**src/include/stat_reg_pkg.sv**
```systemverilog
package stat_reg_pkg;

  // Status byte field positions
  localparam int unsigned BIT_SWPE    = 7;
  localparam int unsigned BIT_QUAD    = 6;
  localparam int unsigned BIT_LAT_HI  = 5;
  localparam int unsigned BIT_LAT_LO  = 4;
  localparam int unsigned BIT_BP_HI   = 3;
  localparam int unsigned BIT_BP_LO   = 2;
  localparam int unsigned BIT_WEL     = 1;
  localparam int unsigned BIT_ZERO    = 0;

  // Reset values of the volatile bits and the constant bit
  localparam logic QUAD_RESET = 1'h0;
  localparam logic WEL_RESET  = 1'h0;
  localparam logic ZERO_VALUE = 1'h0;

  // Default contents of the nonvolatile cells on a blank part
  localparam logic       SWPE_BLANK = 1'h0;
  localparam logic [1:0] LAT_BLANK  = 2'h0;
  localparam logic [1:0] BP_BLANK   = 2'h0;

  // Decoded command strobes from the serial front end
  typedef struct packed {
    logic write_status;
    logic set_latch;
    logic clear_latch;
    logic enter_quad;
    logic enter_dual;
    logic exit_wide;
    logic wake_powerdown;
    logic wake_hibernate;
    logic mem_write_done;
  } cmd_strobe_t;

  // Complete state of the status register bank
  typedef struct packed {
    logic       swpe;
    logic       quad;
    logic [1:0] latency;
    logic [1:0] protect;
    logic       write_enable_latch;
  } stat_state_t;

endpackage : stat_reg_pkg

```
**src/logic/stat_reg.sv**
```systemverilog
`timescale 1ns/1ns

// Overview of operation
// - Bit 7 write-protect enable, nonvolatile, gates status writes (not ARRAY_WRITABLE)
// - Write-status writes it; read-status returns it
// - Bit 6 quad flag: volatile, enter-quad sets
// - Write-status data never touches quad flag
// - Quad flag mirrored identically to second register
// - Bits 5:4 latency select, nonvolatile, read/write
// - Bits 3:2 block protect select, nonvolatile, read/write
// - Bit 1 latch set by set-write-latch command
// - Clear-write-latch command clears the latch
// - Latch readable, write-status cannot change it
// - Latch clears at power-on, wake from sleep
// - Latch stays set after any write command
// - Bit 0 always reads zero
module stat_reg
  import stat_reg_pkg::*;
(
  input  wire logic                      MCLK,
  input  wire logic                      NRST,
  input  wire stat_reg_pkg::cmd_strobe_t CMD,
  input  wire logic [7:0]                WDATA,
  input  wire logic                      WP_PIN_N,
  input  wire logic                      NV_VALID,
  input  wire logic                      NV_SWPE,
  input  wire logic [1:0]                NV_LATENCY,
  input  wire logic [1:0]                NV_PROTECT,
  output logic [7:0]                     STATUS1,
  output logic                           STATUS2_QUAD,
  output logic                           QUAD_MODE,
  output logic [1:0]                     LATENCY_SEL,
  output logic [1:0]                     PROTECT_SEL,
  output logic                           ARRAY_WRITABLE,
  output logic                           STATUS_WR_DONE,
  output logic                           STATUS_WR_REFUSED
);
  import stat_reg_pkg::*;

  typedef struct packed {
    stat_state_t st;
    logic        wp_meta;
    logic        wp_sync;
    logic        nv_meta;
    logic        nv_sync;
    logic        nv_loaded;
    logic        wr_done;
    logic        wr_refused;
  } core_t;

  core_t core_reg;
  core_t core_next;
  logic  status_locked;
  logic  wr_allowed;

  // Locked when the enable bit is set and the pin is held low
  assign status_locked = core_reg.st.swpe & ~core_reg.wp_sync;
  assign wr_allowed    = core_reg.st.write_enable_latch & ~status_locked;

  always_comb
  begin
    core_next            = core_reg;
    core_next.wp_meta    = WP_PIN_N;
    core_next.wp_sync    = core_reg.wp_meta;
    core_next.nv_meta    = NV_VALID;
    core_next.nv_sync    = core_reg.nv_meta;
    core_next.wr_done    = 1'h0;
    core_next.wr_refused = 1'h0;
    // Nonvolatile cells are copied in once after power-on recall
    if (core_reg.nv_sync && !core_reg.nv_loaded)
    begin
      core_next.nv_loaded  = 1'h1;
      core_next.st.swpe    = NV_SWPE;
      core_next.st.latency = NV_LATENCY;
      core_next.st.protect = NV_PROTECT;
      // A write that lands on the recall cycle is lost, so report it
      if (CMD.write_status)
      begin
        core_next.wr_refused = 1'h1;
      end
    end
    else if (CMD.write_status)
    begin
      if (wr_allowed)
      begin
        // Quad flag, latch and bit 0 are not taken from the byte
        core_next.st.swpe    = WDATA[BIT_SWPE];
        core_next.st.latency = WDATA[BIT_LAT_HI:BIT_LAT_LO];
        core_next.st.protect = WDATA[BIT_BP_HI:BIT_BP_LO];
        core_next.wr_done    = 1'h1;
      end
      else
      begin
        core_next.wr_refused = 1'h1;
      end
    end
    // Mode switches; exit and dual clear, quad sets
    if (CMD.enter_quad)
    begin
      core_next.st.quad = 1'h1;
    end
    else if (CMD.exit_wide || CMD.enter_dual)
    begin
      core_next.st.quad = QUAD_RESET;
    end
    // Clearing events outrank a same-cycle set so a wake never leaves it on
    if (CMD.clear_latch || CMD.wake_powerdown || CMD.wake_hibernate)
    begin
      core_next.st.write_enable_latch = WEL_RESET;
    end
    else if (CMD.set_latch)
    begin
      core_next.st.write_enable_latch = 1'h1;
    end
    // write_status and mem_write_done deliberately leave wel alone
  end

  always_ff @(posedge MCLK or negedge NRST)
  begin
    if (!NRST)
    begin
      core_reg            <= '0;
      core_reg.st.swpe    <= SWPE_BLANK;
      core_reg.st.quad    <= QUAD_RESET;
      core_reg.st.latency <= LAT_BLANK;
      core_reg.st.protect <= BP_BLANK;
      core_reg.st.write_enable_latch     <= WEL_RESET;
    end
    else
    begin
      core_reg <= core_next;
    end
  end

  always_comb
  begin
    STATUS1           = 8'h00;
    STATUS1[BIT_SWPE] = core_reg.st.swpe;
    STATUS1[BIT_QUAD] = core_reg.st.quad;
    STATUS1[BIT_LAT_HI:BIT_LAT_LO] = core_reg.st.latency;
    STATUS1[BIT_BP_HI:BIT_BP_LO]   = core_reg.st.protect;
    STATUS1[BIT_WEL]  = core_reg.st.write_enable_latch;
    STATUS1[BIT_ZERO] = ZERO_VALUE;
  end

  assign STATUS2_QUAD      = core_reg.st.quad;
  assign QUAD_MODE         = core_reg.st.quad;
  assign LATENCY_SEL       = core_reg.st.latency;
  assign PROTECT_SEL       = core_reg.st.protect;
  assign ARRAY_WRITABLE    = core_reg.st.write_enable_latch;
  assign STATUS_WR_DONE    = core_reg.wr_done;
  assign STATUS_WR_REFUSED = core_reg.wr_refused;

endmodule : stat_reg

```
**config.mk**
```make
export PLATFORM = sky130hd
export DESIGN_NAME = stat_reg
export DESIGN_NICKNAME = d
export VERILOG_FILES = /design/src/include/stat_reg_pkg.sv /design/src/logic/stat_reg.sv
export SDC_FILE = /design/constraint.sdc
export NUM_CORES = 1
export LEC_CHECK = 0
export ABC_CLOCK_PERIOD_IN_PS = 3850
export BUFFER_PORTS_ARGS = -buffer_cell sky130_fd_sc_hd__buf_2
export CORE_MARGIN = 2
export CORE_UTILIZATION = 43
export DETAILED_ROUTE_END_ITERATION = 7
export GPL_TIMING_DRIVEN = 0
export PLACE_DENSITY = 0.9
export SETUP_SLACK_MARGIN = 0.3
export SLEW_MARGIN = 15
export SYNTH_ARGS = -nofsm -noshare
export SYNTH_HDL_FRONTEND = slang
export SYNTH_SLANG_ARGS = --single-unit
```
**constraint.sdc**
```tcl
create_clock -name MCLK -period 3.85 [get_ports MCLK]
set_input_delay 0 -clock MCLK [delete_from_list [all_inputs] [get_ports MCLK]]
set_output_delay 0 -clock MCLK [all_outputs]
set_load 0.01 [all_outputs]
```
## Yosys cells after proc, flatten, opt, wreduce, memory -nomap -nowiden

Cells that the tools add are included.

- Latch bits: 0
- Bits of input ports: 26
- Register bits: 14
- Memory bits (writable): 0
- Memory bits (read-only): 0
- Memories: 0
- Output and inout port bits: 17
- Logic and storage cells: 42

- Add/subtract/negate cells: 0
- Order comparisons: 0
- Bitwise gates (word level): 4
- Muxes and demuxes: 16
- Div/mod/pow operators: 0
- Eq/ne operators: 0
- Reduce and logical (&&, ||, !) cells: 10
- Multiply operators: 0
- Shift-type cells: 0

Operator list:

| cell | number |
|---|---|
| 2-to-1 mux 1 bit | 12 |
| 2-to-1 mux 4 bit | 3 |
| nonzero test 2 bit | 4 |
| logical OR 1 bit | 3 |
| bitwise AND 1 bit | 2 |
| 2-to-1 mux 2 bit | 1 |
| NOT 1 bit | 2 |
| AND reduction 2 bit | 1 |
| logical AND 1 bit | 1 |
| zero test 1 bit | 1 |

## Longest topological paths before layout

Gate-level depths: netlist (run 1).

- Depth after elaboration: 7
- Gate-level depth with buffers: 4
- Depth with buffers taken out: 3

## Least setup slack after synthesis (run 1)

No wires, ideal clock.

- Path type: flip-flop to flip-flop
- From: register core_reg[2] (netlist name)
- To: register core_reg (netlist bit LATENCY_SEL[0])
- Path slack: 2572 ps
- Clock period less this slack: 1278 ps
- Arrival time: 1154 ps
- Buffers on the path: 1
- Stages on the path, launching flop included: 5
- Path through: dfrtp_1 -> nand2b_4 -> buf_6 -> mux2_4 -> mux2_2

- Longest elaborated chain between the ends: 4
- Elaborated cells between the ends (all ways): 6
- Classes of those cells: mux: 1; reduce/logical: 5

RTL lines:

| item | RTL line | text |
|---|---|---|
| start, declared | stat_reg.sv:51 | `core_t core_reg;` |
| start signal, assigned | stat_reg.sv:131 | `core_reg <= core_next;` |
| zero test 1 bit * | stat_reg.sv:70 | `if (core_reg.nv_sync && !core_reg.nv_loaded)` |
| logical AND 1 bit * | stat_reg.sv:70 |  |
| nonzero test 2 bit (no source line) | -- |  |
| AND reduction 2 bit (no source line) | -- |  |

Every way passes the cells marked *; elsewhere a longest branch is shown, timed or not.
A chain may end at the register's enable or synchronous reset.

## Final worst setup path (run 1)

- From: register core_reg[2] (netlist name)
- To: register core_reg (netlist bit LATENCY_SEL[1])

Same word-level chain as after synthesis.

==> reports/metrics.yaml, run 1 <==
diodes: 0
final.min_clock_period_ns: 1.34
initial_core_util_pct: 45.4
outcome: "finished, final reports clean"
hold_viol_final: 0
routed_wl_um: 1270
critPathKind: "flip-flop to flip-flop"
htree_levels: 1
numPortBuffers: 37
final_cell_area_um2: 987
netlist_area_um2: 676
place_area_um2: 881
finClkSkew_ns: 0.000361
syn_inst: 52
drc_errors: 0
crit_required_ns: 4.01
antenna_found_initial: 0
arrival_ns: 1.50
power.density_nw_per_um2: 412
drtPass1Iterations: 4
totalNegativeSetupSlack_ns: 0
cpMaxStageDelayCell: "dfrtp_1"
die_y_um: 43.6
synth_seq_cells: 14
grt_pass1_vias: 478
r2r_end: "LATENCY_SEL[1]"
cts_sinks: 14
mostFrequentLayoutCells: "buf_2 (37), dfrtp_1 (14), buf_4 (13), dlygate4sd3_1 (7)"
place.gp.congestion: 0.639
critical_path.max_fanout: 7
grt_overflow: 0
hold_class: "input pin to flip-flop"
cts_root_buf: "clkbuf_4"
ir_worst_vdd_v: 0.000229
fin_crit_sh_pct: 34.8
clk_pin_slew_ns: 0.08
vias_per_cell: 4.45
cts_tree: "done"
end_kind: "flip-flop"
r2r_start: "core_reg[2]"
crit_end: "LATENCY_SEL[1]"
max_freq_ghz: 0.745
p_leak_nw: 0.563
cts-buffers-inserted: 3
finalSetupViolCount: 0
syn_nets: 78
first_iter_violations: 2
final_util_pct: 66.3
slowest_delay_ns: 0.40
vias: 516
clockBufferDepth: 2
drive_gt1_share_pct: 68.0
r2r_cells: 4
avgSynthCellArea_um2: 13.0
drv_slew: 0
cp_cell_sequence: "nand2b_4 -> buf_6 -> mux2_4 -> mux2_2"
core_area_um2: 1490
yosys_warnings: 0
synth_top_area_share_pct: 51.9
die_area_um2: 1900
largest_register_ffs: 3
ioPinCount: 43
critical_path.startpoint: "core_reg[2]"
synthTopCellsByArea: "dfrtp_1 (52%), buf_4 (14%), mux2_4 (11%), mux2_2 (8.3%), nand2b_4 (2.0%)"
placementRows: 14
num-nets-final: 127
ys_seq_area_share_pct: 51.9
hpwl_um: 993
final_antenna_net_count: 0
mostFrequentLayoutCell: "buf_2"
p_total_w: 0.000407
clkLatencyLatePin_ns: 0.27
track_usage_pct: 15.1
grt_max_degree: 15
cp-start-kind: "flip-flop"
ys_types: 16
avgRoutedWirePerCell_um: 10.9
yosysTopAreaCell: "dfrtp_1"
grt_setup_unrepaired: "false"
ff2ff_setup_slack_ns: 2.51
max-cap-violations: 0
die_x_um: 43.6
areaGrowthSynthToFinish_pct: 46.1
grt_pass1_wl_um: 2030
[Yosys cell counts]
| cell type | n |
|---|---|
| a21o_1 | 1 |
| a31oi_1 | 1 |
| a32o_2 | 1 |
| buf_4 | 13 |
| buf_6 | 1 |
| conb_1 | 1 |
| dfrtp_1 | 14 |
| inv_1 | 2 |
| mux2_2 | 5 |
| mux2_4 | 5 |
| nand2b_1 | 1 |
| nand2b_4 | 1 |
| nand3_1 | 1 |
| nor2_1 | 3 |
| nor4_1 | 1 |
| or2_2 | 1 |
[worst min path at each step]
stage	endpoint	start	slack [ns]	cells after the start
after global placement	core_next[3]	NRST	-0.09	1
after CTS	QUAD_MODE	CMD[3]	0.01	3
final	QUAD_MODE	CMD[3]	0.04	3
after global routing	QUAD_MODE	CMD[4]	0.02	3
after floorplan	ARRAY_WRITABLE	NRST	-0.30	0
after detailed placement	core_reg[3]	NRST	-0.09	1
[metal layers]
layer	wire length (µm)	GRT usage, %	up-vias	part of all wire [%]
li1	-	-	256	-
met1	483	14.9	239	38
met2	709	27.4	21	56
met3	77	6.67	0	6.1
met4	0	5.45	0	0
met5	0	0	-	0
[through the flow]
stage                     setup WS [ns]  hold slack [ns]  instances
after CTS                          2.51           0.0141        116
after global routing               2.48           0.0235        116
after detailed placement           2.52          -0.0875        105
after global placement             2.55          -0.0948        105
after floorplan                    2.57           -0.296         52
final                              2.51           0.0401        116
[worst max-delay path: cells and delay by family, from the launching register on]
family,cells,cell delay [ns]
muxes,2,0.55
DFF,1,0.40
buffers and inverters,1,0.14
and+or+nand+nor,1,0.15
[power by group]
group          switching (W)  internal [W]  leakage, nW  total (W)
Sequential         0.0000132      0.000166        0.166   0.000179
Combinational      0.0000452     0.0000813        0.377   0.000126
Clock              0.0000440     0.0000574       0.0210   0.000101
Total               0.000102      0.000305        0.563   0.000407
[cell type report]
type	instances	area, µm²
inverter	2	7.51
multi-input combinational	22	209
timing repair buffer	44	255
sequential	14	350
buffer	14	109
clock buffer	4	36.3
fill	125	502
tap	16	20.0
[logic make-up (layout without fill, tap and decap cells)]
family / after synthesis / after routing / synth area share, %
buffers and inverters: 16 / 64 / 17.2
AOI/OAI and AO/OA: 3 / 3 / 3.70
muxes: 10 / 10 / 19.4
other: 1 / 1 / 0.555
and+or+nand+nor: 8 / 8 / 7.22
DFF: 14 / 14 / 51.9
[repair_timing]
item,4_1_cts,5_1_grt
hold buffers,7,0
endpoints found under the hold margin,20,0
setup buffers,0,0
gates resized for setup,0,0
No activity file was read; power rests on OpenSTA's default activity.
==> run 2, diff against run 1 <==
--- a/config.mk
+++ b/config.mk
@@ -5,13 +5,13 @@
 export SDC_FILE = /design/constraint.sdc
 export NUM_CORES = 1
 export LEC_CHECK = 0
-export ABC_CLOCK_PERIOD_IN_PS = 3850
+export ABC_CLOCK_PERIOD_IN_PS = 1400
 export BUFFER_PORTS_ARGS = -buffer_cell sky130_fd_sc_hd__buf_2
 export CORE_MARGIN = 2
-export CORE_UTILIZATION = 43
+export CORE_UTILIZATION = 40
 export DETAILED_ROUTE_END_ITERATION = 7
 export GPL_TIMING_DRIVEN = 0
-export PLACE_DENSITY = 0.9
+export PLACE_DENSITY = 0.85
 export SETUP_SLACK_MARGIN = 0.3
 export SLEW_MARGIN = 15
 export SYNTH_ARGS = -nofsm -noshare
==> constraint.sdc (replaced) <==
create_clock -name MCLK -period 1.4 [get_ports MCLK]
set_input_delay 0 -clock MCLK [delete_from_list [all_inputs] [get_ports MCLK]]
set_output_delay 0 -clock MCLK [all_outputs]
set_load 0.01 [all_outputs]
==> run 2 against run 1 <==
Compared with the run above: critical path depth did not move; sequential cell count did not move; clock skew rose by 0.0041 ns; sequential power rose to 2.8 times the previous value; sequential share of layout area fell by 1.4 points; wire length fell by 1.6%; clock power rose by 110%; via count rose by 2.1%; count of clock-buffer cells in the layout fell by 1; worst setup slack got worse by 2.4 ns; combinational power rose to 3.0 times the previous value.
==> reports/metrics.yaml, run 2 (synthesis gave the netlist of run 1 again) <==
clk_pin_slew_ns: 0.08  # about the same
clockBufferDepth: 2  # unchanged
cts-buffers-inserted: 3  # unchanged
final_cell_area_um2: 1030  # +4.2%
initial_core_util_pct: 43.8  # -1.5 points
numPortBuffers: 37  # unchanged
drc_errors: 0  # unchanged
vias_per_cell: 4.43  # -0.44%
final_util_pct: 66.7  # +0.42 points
finalSetupViolCount: 0  # unchanged
cp-start-kind: "flip-flop"
cts_sinks: 14  # unchanged
place.gp.congestion: 0.784  # +23%
drtPass1Iterations: 4  # unchanged
num-nets-final: 131  # +3.1%
grt_pass1_wl_um: 1980  # -2.4%
critical_path.max_fanout: 6  # -1
core_area_um2: 1540  # +3.5%
final_antenna_net_count: 0  # unchanged
antenna_found_initial: 0  # unchanged
max-cap-violations: 0  # unchanged
placementRows: 14  # unchanged
critical_path.startpoint: "core_reg[2]"
vias: 527  # +2.1%
hpwl_um: 904  # -9.0%
first_iter_violations: 2  # unchanged
arrival_ns: 1.47  # -0.03 ns
grt_overflow: 0  # unchanged
hold_viol_final: 0  # unchanged
grt_pass1_vias: 482  # +0.84%
routed_wl_um: 1250  # -1.6%
htree_levels: 1  # unchanged
diodes: 0  # unchanged
largest_register_ffs: 3  # unchanged
ff2ff_setup_slack_ns: 0.09  # -2.42 ns
drv_slew: 0  # unchanged
instances_no_fill: 119  # +2.6%
end_kind: "flip-flop"
clkLatencyLatePin_ns: 0.27  # about the same
cts_tree: "done"
crit_end: "LATENCY_SEL[1]"
fin_crit_sh_pct: 93.7  # +59 points
die_area_um2: 2030  # +6.8%
r2r_end: "LATENCY_SEL[1]"
r2r_start: "core_reg[2]"
r2r_cells: 4  # unchanged
max_freq_ghz: 0.763  # +2.3%
cts_root_buf: "clkbuf_4"
ioPinCount: 43  # unchanged
avgRoutedWirePerCell_um: 10.5  # -4.1%
die_y_um: 45.1  # +3.3%
hold_class: "input pin to flip-flop"
grt_max_degree: 15  # unchanged
drive_gt1_share_pct: 68.0  # about the same
totalNegativeSetupSlack_ns: 0  # unchanged
crit_required_ns: 1.56  # -2.45 ns
mostFrequentLayoutCells: "buf_2 (37), buf_4 (16), dfrtp_1 (14), mux2_4 (10), dlygate4sd3_1 (8)"
grt_setup_unrepaired: "true"
track_usage_pct: 14.0  # -1.1 points
final.min_clock_period_ns: 1.31  # -0.0304 ns
outcome: "finished, final reports clean"
place_area_um2: 900  # +2.1%
critPathKind: "flip-flop to flip-flop"
placed_cells: 105  # unchanged
finClkSkew_ns: 0.00442  # +0.00406 ns
mostFrequentLayoutCell: "buf_2"
die_x_um: 45.1  # +3.3%
ir_worst_vdd_v: 0.000798  # +250%
p_leak_nw: 0.587  # +4.2%
power.density_nw_per_um2: 1050  # +160%
areaGrowthSynthToFinish_pct: 52.2
[run 2: cell count changes in the layout (fill, tap and decap cells not counted)]
cell	previous run	this run
mux2_4	5	10
mux2_2	5	0
clkbuf_8	1	0
dlygate4sd3_1	7	8
buf_4	13	16
buf_6	1	0
buf_8	0	1
[run 2: cell type report]
class | instances | area, µm²
fillers | 119 | 513
flip-flops and latches | 14 | 350
repair buffers | 48 | 288
multi-input cells | 22 | 228
plain buffers | 14 | 113
clock buffers | 3 | 22.5
well taps | 16 | 20.0
inverters | 2 | 7.51
[run 2: timing repair]
item                                   4_1_cts  5_1_grt
gates cloned                                 0        0
buffers inserted                             2        1
pin swaps                                    0        0
endpoints found under the hold margin       20        0
hold buffers                                 8        0
setup endpoints to repair                    5        5
resized for setup                            1        0
[run 2: per-layer routing]
layer	wire length [µm]	global-route usage [%]
met5	0	0
met4	15	5.29
met3	110	2.40
met2	633	24.9
met1	490	16.7
[run 2: how the worst min path moves through the flow]
stage                           endpoint  slack [ns]  cells past startpoint  startpoint
after floorplan           ARRAY_WRITABLE       -0.30                      0        NRST
after global placement      core_next[3]        -0.1                      1        NRST
after detailed placement    core_next[3]       -0.09                      1        NRST
after CTS                 ARRAY_WRITABLE       0.004                      3      CMD[7]
after global routing      ARRAY_WRITABLE        0.01                      3      CMD[7]
final                     ARRAY_WRITABLE        0.01                      3      CMD[7]
[run 2: worst max-delay path, cell delays in order, from the launching register on]
cell      delay (ns)
dfrtp_1         0.38
nand2b_4        0.14
buf_8           0.13
mux2_4          0.29
mux2_4          0.25
[run 2: where the power goes]
group | internal [W] | switching (W) | leakage [nW]
clock | 0.0000995 | 0.000114 | 0.0138
sequential | 0.000456 | 0.0000397 | 0.166
combinational | 0.000248 | 0.000126 | 0.408
[run 2: through the flow]
step / setup slack (ns) / total power [W] / hold WS, ns
after detailed placement: 0.0823 / 0.000865 / -0.0927
final: 0.0888 / 0.00108 / 0.0105
after floorplan: 0.123 / 0.000735 / -0.296
after global routing: 0.0643 / 0.00115 / 0.0100
after CTS: 0.0917 / 0.00109 / 0.00352
after global placement: 0.0946 / 0.000853 / -0.0973
==> run 3, diff against run 2 <==
--- a/config.mk
+++ b/config.mk
@@ -5,13 +5,13 @@
 export SDC_FILE = /design/constraint.sdc
 export NUM_CORES = 1
 export LEC_CHECK = 0
+export ABC_AREA = 1
 export ABC_CLOCK_PERIOD_IN_PS = 1400
 export BUFFER_PORTS_ARGS = -buffer_cell sky130_fd_sc_hd__buf_2
-export CORE_MARGIN = 2
-export CORE_UTILIZATION = 40
+export CORE_UTILIZATION = 41
 export DETAILED_ROUTE_END_ITERATION = 7
 export GPL_TIMING_DRIVEN = 0
-export PLACE_DENSITY = 0.85
+export PLACE_DENSITY = 0.86
 export SETUP_SLACK_MARGIN = 0.3
 export SLEW_MARGIN = 15
 export SYNTH_ARGS = -nofsm -noshare
==> run 3 against run 2 <==
Compared with the run above: design area is 1.3% higher; hold slack worse by 0.00065 ns; worst setup slack better by 0.28 ns; synthesized cell count is 46% higher; combinational power is 14% lower; register-to-register slack better by 0.28 ns; critical endpoint is now STATUS1[7]; sequential power is 3% lower; sequential share of layout area is 0.45 points lower; maximum frequency is 27% higher; total power is 0.89% higher; largest cell class unchanged; via count is 20% higher.
==> reports/metrics.yaml, run 3 <==
cp-start-kind: "flip-flop"
final_cell_area_um2: 1040  # +1.3%
largest_register_ffs: 3  # unchanged
antenna_found_initial: 0  # unchanged
async_reset_ff_share_pct: 100  # unchanged
num-nets-final: 154  # +18%
fin_crit_sh_pct: 73.7  # -20 points
totalNegativeSetupSlack_ns: 0  # unchanged
met3_length_um: 100  # -9.1%
power.density_nw_per_um2: 1050  # -0.45%
cts_root_buf: "clkbuf_4"
cts_sinks: 14  # unchanged
cts-buffers-inserted: 3  # unchanged
ys_types: 15  # -1
avgRoutedWirePerCell_um: 10.3  # -1.9%
pwr-share-seq_pct: 44.2  # -1.6 points
hold_class: "input pin to flip-flop"
die_y_um: 43.2  # -4.2%
synthFlopType: "dfrtp_1"
numPortBuffers: 37  # unchanged
drv_slew: 0  # unchanged
p_total_w: 0.00109  # +0.89%
diodes: 0  # unchanged
dr_wl_met2_um: 780  # +23%
vias_per_cell: 4.44  # +0.27%
p_sw_w: 0.000289  # +3.4%
ff2ff_setup_slack_ns: 0.37  # +0.28 ns
core_area_um2: 1540  # unchanged
max_freq_ghz: 0.970  # +27%
finalSetupViolCount: 0  # unchanged
grt_max_degree: 15  # unchanged
instances_no_fill: 143  # +20%
ioPinCount: 43  # unchanged
grt_overflow: 0  # unchanged
outcome: "finished, final reports clean"
crit_required_ns: 1.57  # about the same
swShare_pct: 26.4  # +0.64 points
mostFrequentLayoutCells: "buf_2 (37), nand2_1 (24), dfrtp_1 (14), buf_4 (13), dlygate4sd3_1 (10)"
drt-met1-wl_um: 562  # +15%
synthTopCellsByArea: "dfrtp_1 (50%), buf_4 (14%), nand2_1 (13%), nand2_2 (4.5%), nand3_1 (4.3%)"
place.gp.congestion: 0.747  # -4.6%
synth_top_area_share_pct: 50.4  # -1.5 points
netlist_top_cells_count: "nand2_1 (24), dfrtp_1 (14), buf_4 (13)"
ys_seq_area_share_pct: 50.4  # -1.5 points
p_leak_nw: 0.612  # +4.1%
postCtsSetupRepairBufs: 0  # -2
synth_seq_cells: 14  # unchanged
arrival_ns: 1.20  # -0.27 ns
grt_setup_unrepaired: "false"
yosysTopAreaCell: "dfrtp_1"
synth.most_common_cell: "nand2_1"
routed_wl_um: 1470  # +18%
htree_levels: 1  # unchanged
hold_viol_final: 0  # unchanged
p_int_w: 0.000804  # about the same
place_area_um2: 901  # +0.14%
finClkSkew_ns: 0.00870  # +0.00428 ns
final_antenna_net_count: 0  # unchanged
r2r_cells: 7  # +3
holdPathStages: 5  # +2
grt_pass1_vias: 593  # +23%
r2r_end: "STATUS1[7]"
critPathKind: "flip-flop to flip-flop"
cts_tree: "done"
netlist_area_um2: 696  # +3.0%
mostFrequentLayoutCell: "buf_2"
end_kind: "flip-flop"
initial_core_util_pct: 45.1  # +1.3 points
vias: 635  # +20%
drc_errors: 0  # unchanged
track_usage_pct: 18.9  # +4.9 points
hold_path_end: "LATENCY_SEL[1]"
syn_nets: 102  # +31%
max-cap-violations: 0  # unchanged
first_iter_violations: 8  # +6
drtPass1Iterations: 4  # unchanged
power_frac_clock_pct: 26.3  # +6.6 points
placed_cells: 129  # +23%
die_area_um2: 1870  # -8.3%
die_x_um: 43.2  # -4.2%
areaGrowthSynthToFinish_pct: 49.8
r2r_start: "core_reg[2]"
top_layer_used: "met4"
clk_pin_slew_ns: 0.08  # about the same
synth_edf_count: 0  # unchanged
clkLatencyLatePin_ns: 0.28  # about the same
grt_pass1_wl_um: 2470  # +25%
placementRows: 14  # unchanged
min_from: "NV_LATENCY[1]"
syn_inst: 76  # +46%
critical_path.max_fanout: 10  # +4
hpwl_um: 1050  # +16%
yosys_warnings: 0  # unchanged
pwr-share-comb_pct: 29.5  # -5.0 points
ir_worst_vdd_v: 0.000833  # +4.4%
drive_gt1_share_pct: 51.2  # -17 points
final.min_clock_period_ns: 1.03  # -0.280 ns
clockBufferDepth: 2  # unchanged
avgSynthCellArea_um2: 9.15  # -30%
-- run 3: cells by family after synthesis --
family	count (synthesis)	share of synthesized area (%)
AO/OA/AOI/OAI	1	1.08
flip-flops	14	50.4
other	1	0.539
buffers and inverters	18	19.1
AND/OR/NAND/NOR	42	29.0
-- run 3: worst max path at each step --
stage | startpoint | end | slack [ns] | cells past startpoint
finish | core_reg[2] | STATUS1[7] | 0.37 | 7
global route | core_reg[2] | PROTECT_SEL[0] | 0.31 | 7
CTS | core_reg[2] | STATUS1[7] | 0.37 | 7
detailed placement | core_reg[2] | STATUS1[7] | 0.38 | 7
global placement | core_reg[2] | STATUS1[7] | 0.42 | 7
floorplan | core_reg[2] | LATENCY_SEL[0] | 0.45 | 7
-- run 3: area by class of cell --
| type | count | area, µm² |
|---|---|---|
| Fill cell | 128 | 499 |
| Sequential cell | 14 | 350 |
| Timing Repair Buffer | 47 | 285 |
| Multi-Input combinational cell | 44 | 218 |
| Buffer | 14 | 118 |
| Clock buffer | 4 | 36.3 |
| Tap cell | 16 | 20.0 |
| Inverter | 4 | 15.0 |
-- run 3: through the flow --
step	setup slack [ns]	hold WS [ns]	utilization (%)
after floorplan	0.449	-0.296	-
after global placement	0.419	-0.0947	58.4
after detailed placement	0.382	-0.0978	58.4
after CTS	0.369	0.00450	67.3
after global routing	0.308	0.0188	67.6
final	0.369	0.00987	67.6
-- run 3: critical path, cell delays in order, from the launching register on --
cell	delay (ns)
dfrtp_1	0.42
inv_2	0.09
nand2_4	0.07
buf_12	0.15
nand2_2	0.05
nand2_1	0.05
nand2_1	0.05
nand2_1	0.04
-- run 3: power groups by stage --
stage	combinational (W)	clock, W	sequential (W)
after floorplan	0.000188	0	0.000488
after global placement	0.000295	0	0.000489
after detailed placement	0.000303	0	0.000492
after global routing	0.000354	0.000313	0.000491
final	0.000322	0.000287	0.000483
after CTS	0.000325	0.000295	0.000484
-- run 3: per-layer routing --
layer | up-vias | GRT usage [%]
met4 | 0 | 9.09
met5 | - | 0
met2 | 23 | 30.4
met3 | 6 | 7.66
li1 | 323 | -
met1 | 283 | 21.4
-- run 3: timing repair --
action                                  CTS  global route
endpoints found under the setup margin    0             1
hold endpoints to repair                 19             0
gates resized for setup                   0             1
hold buffers                             10             0
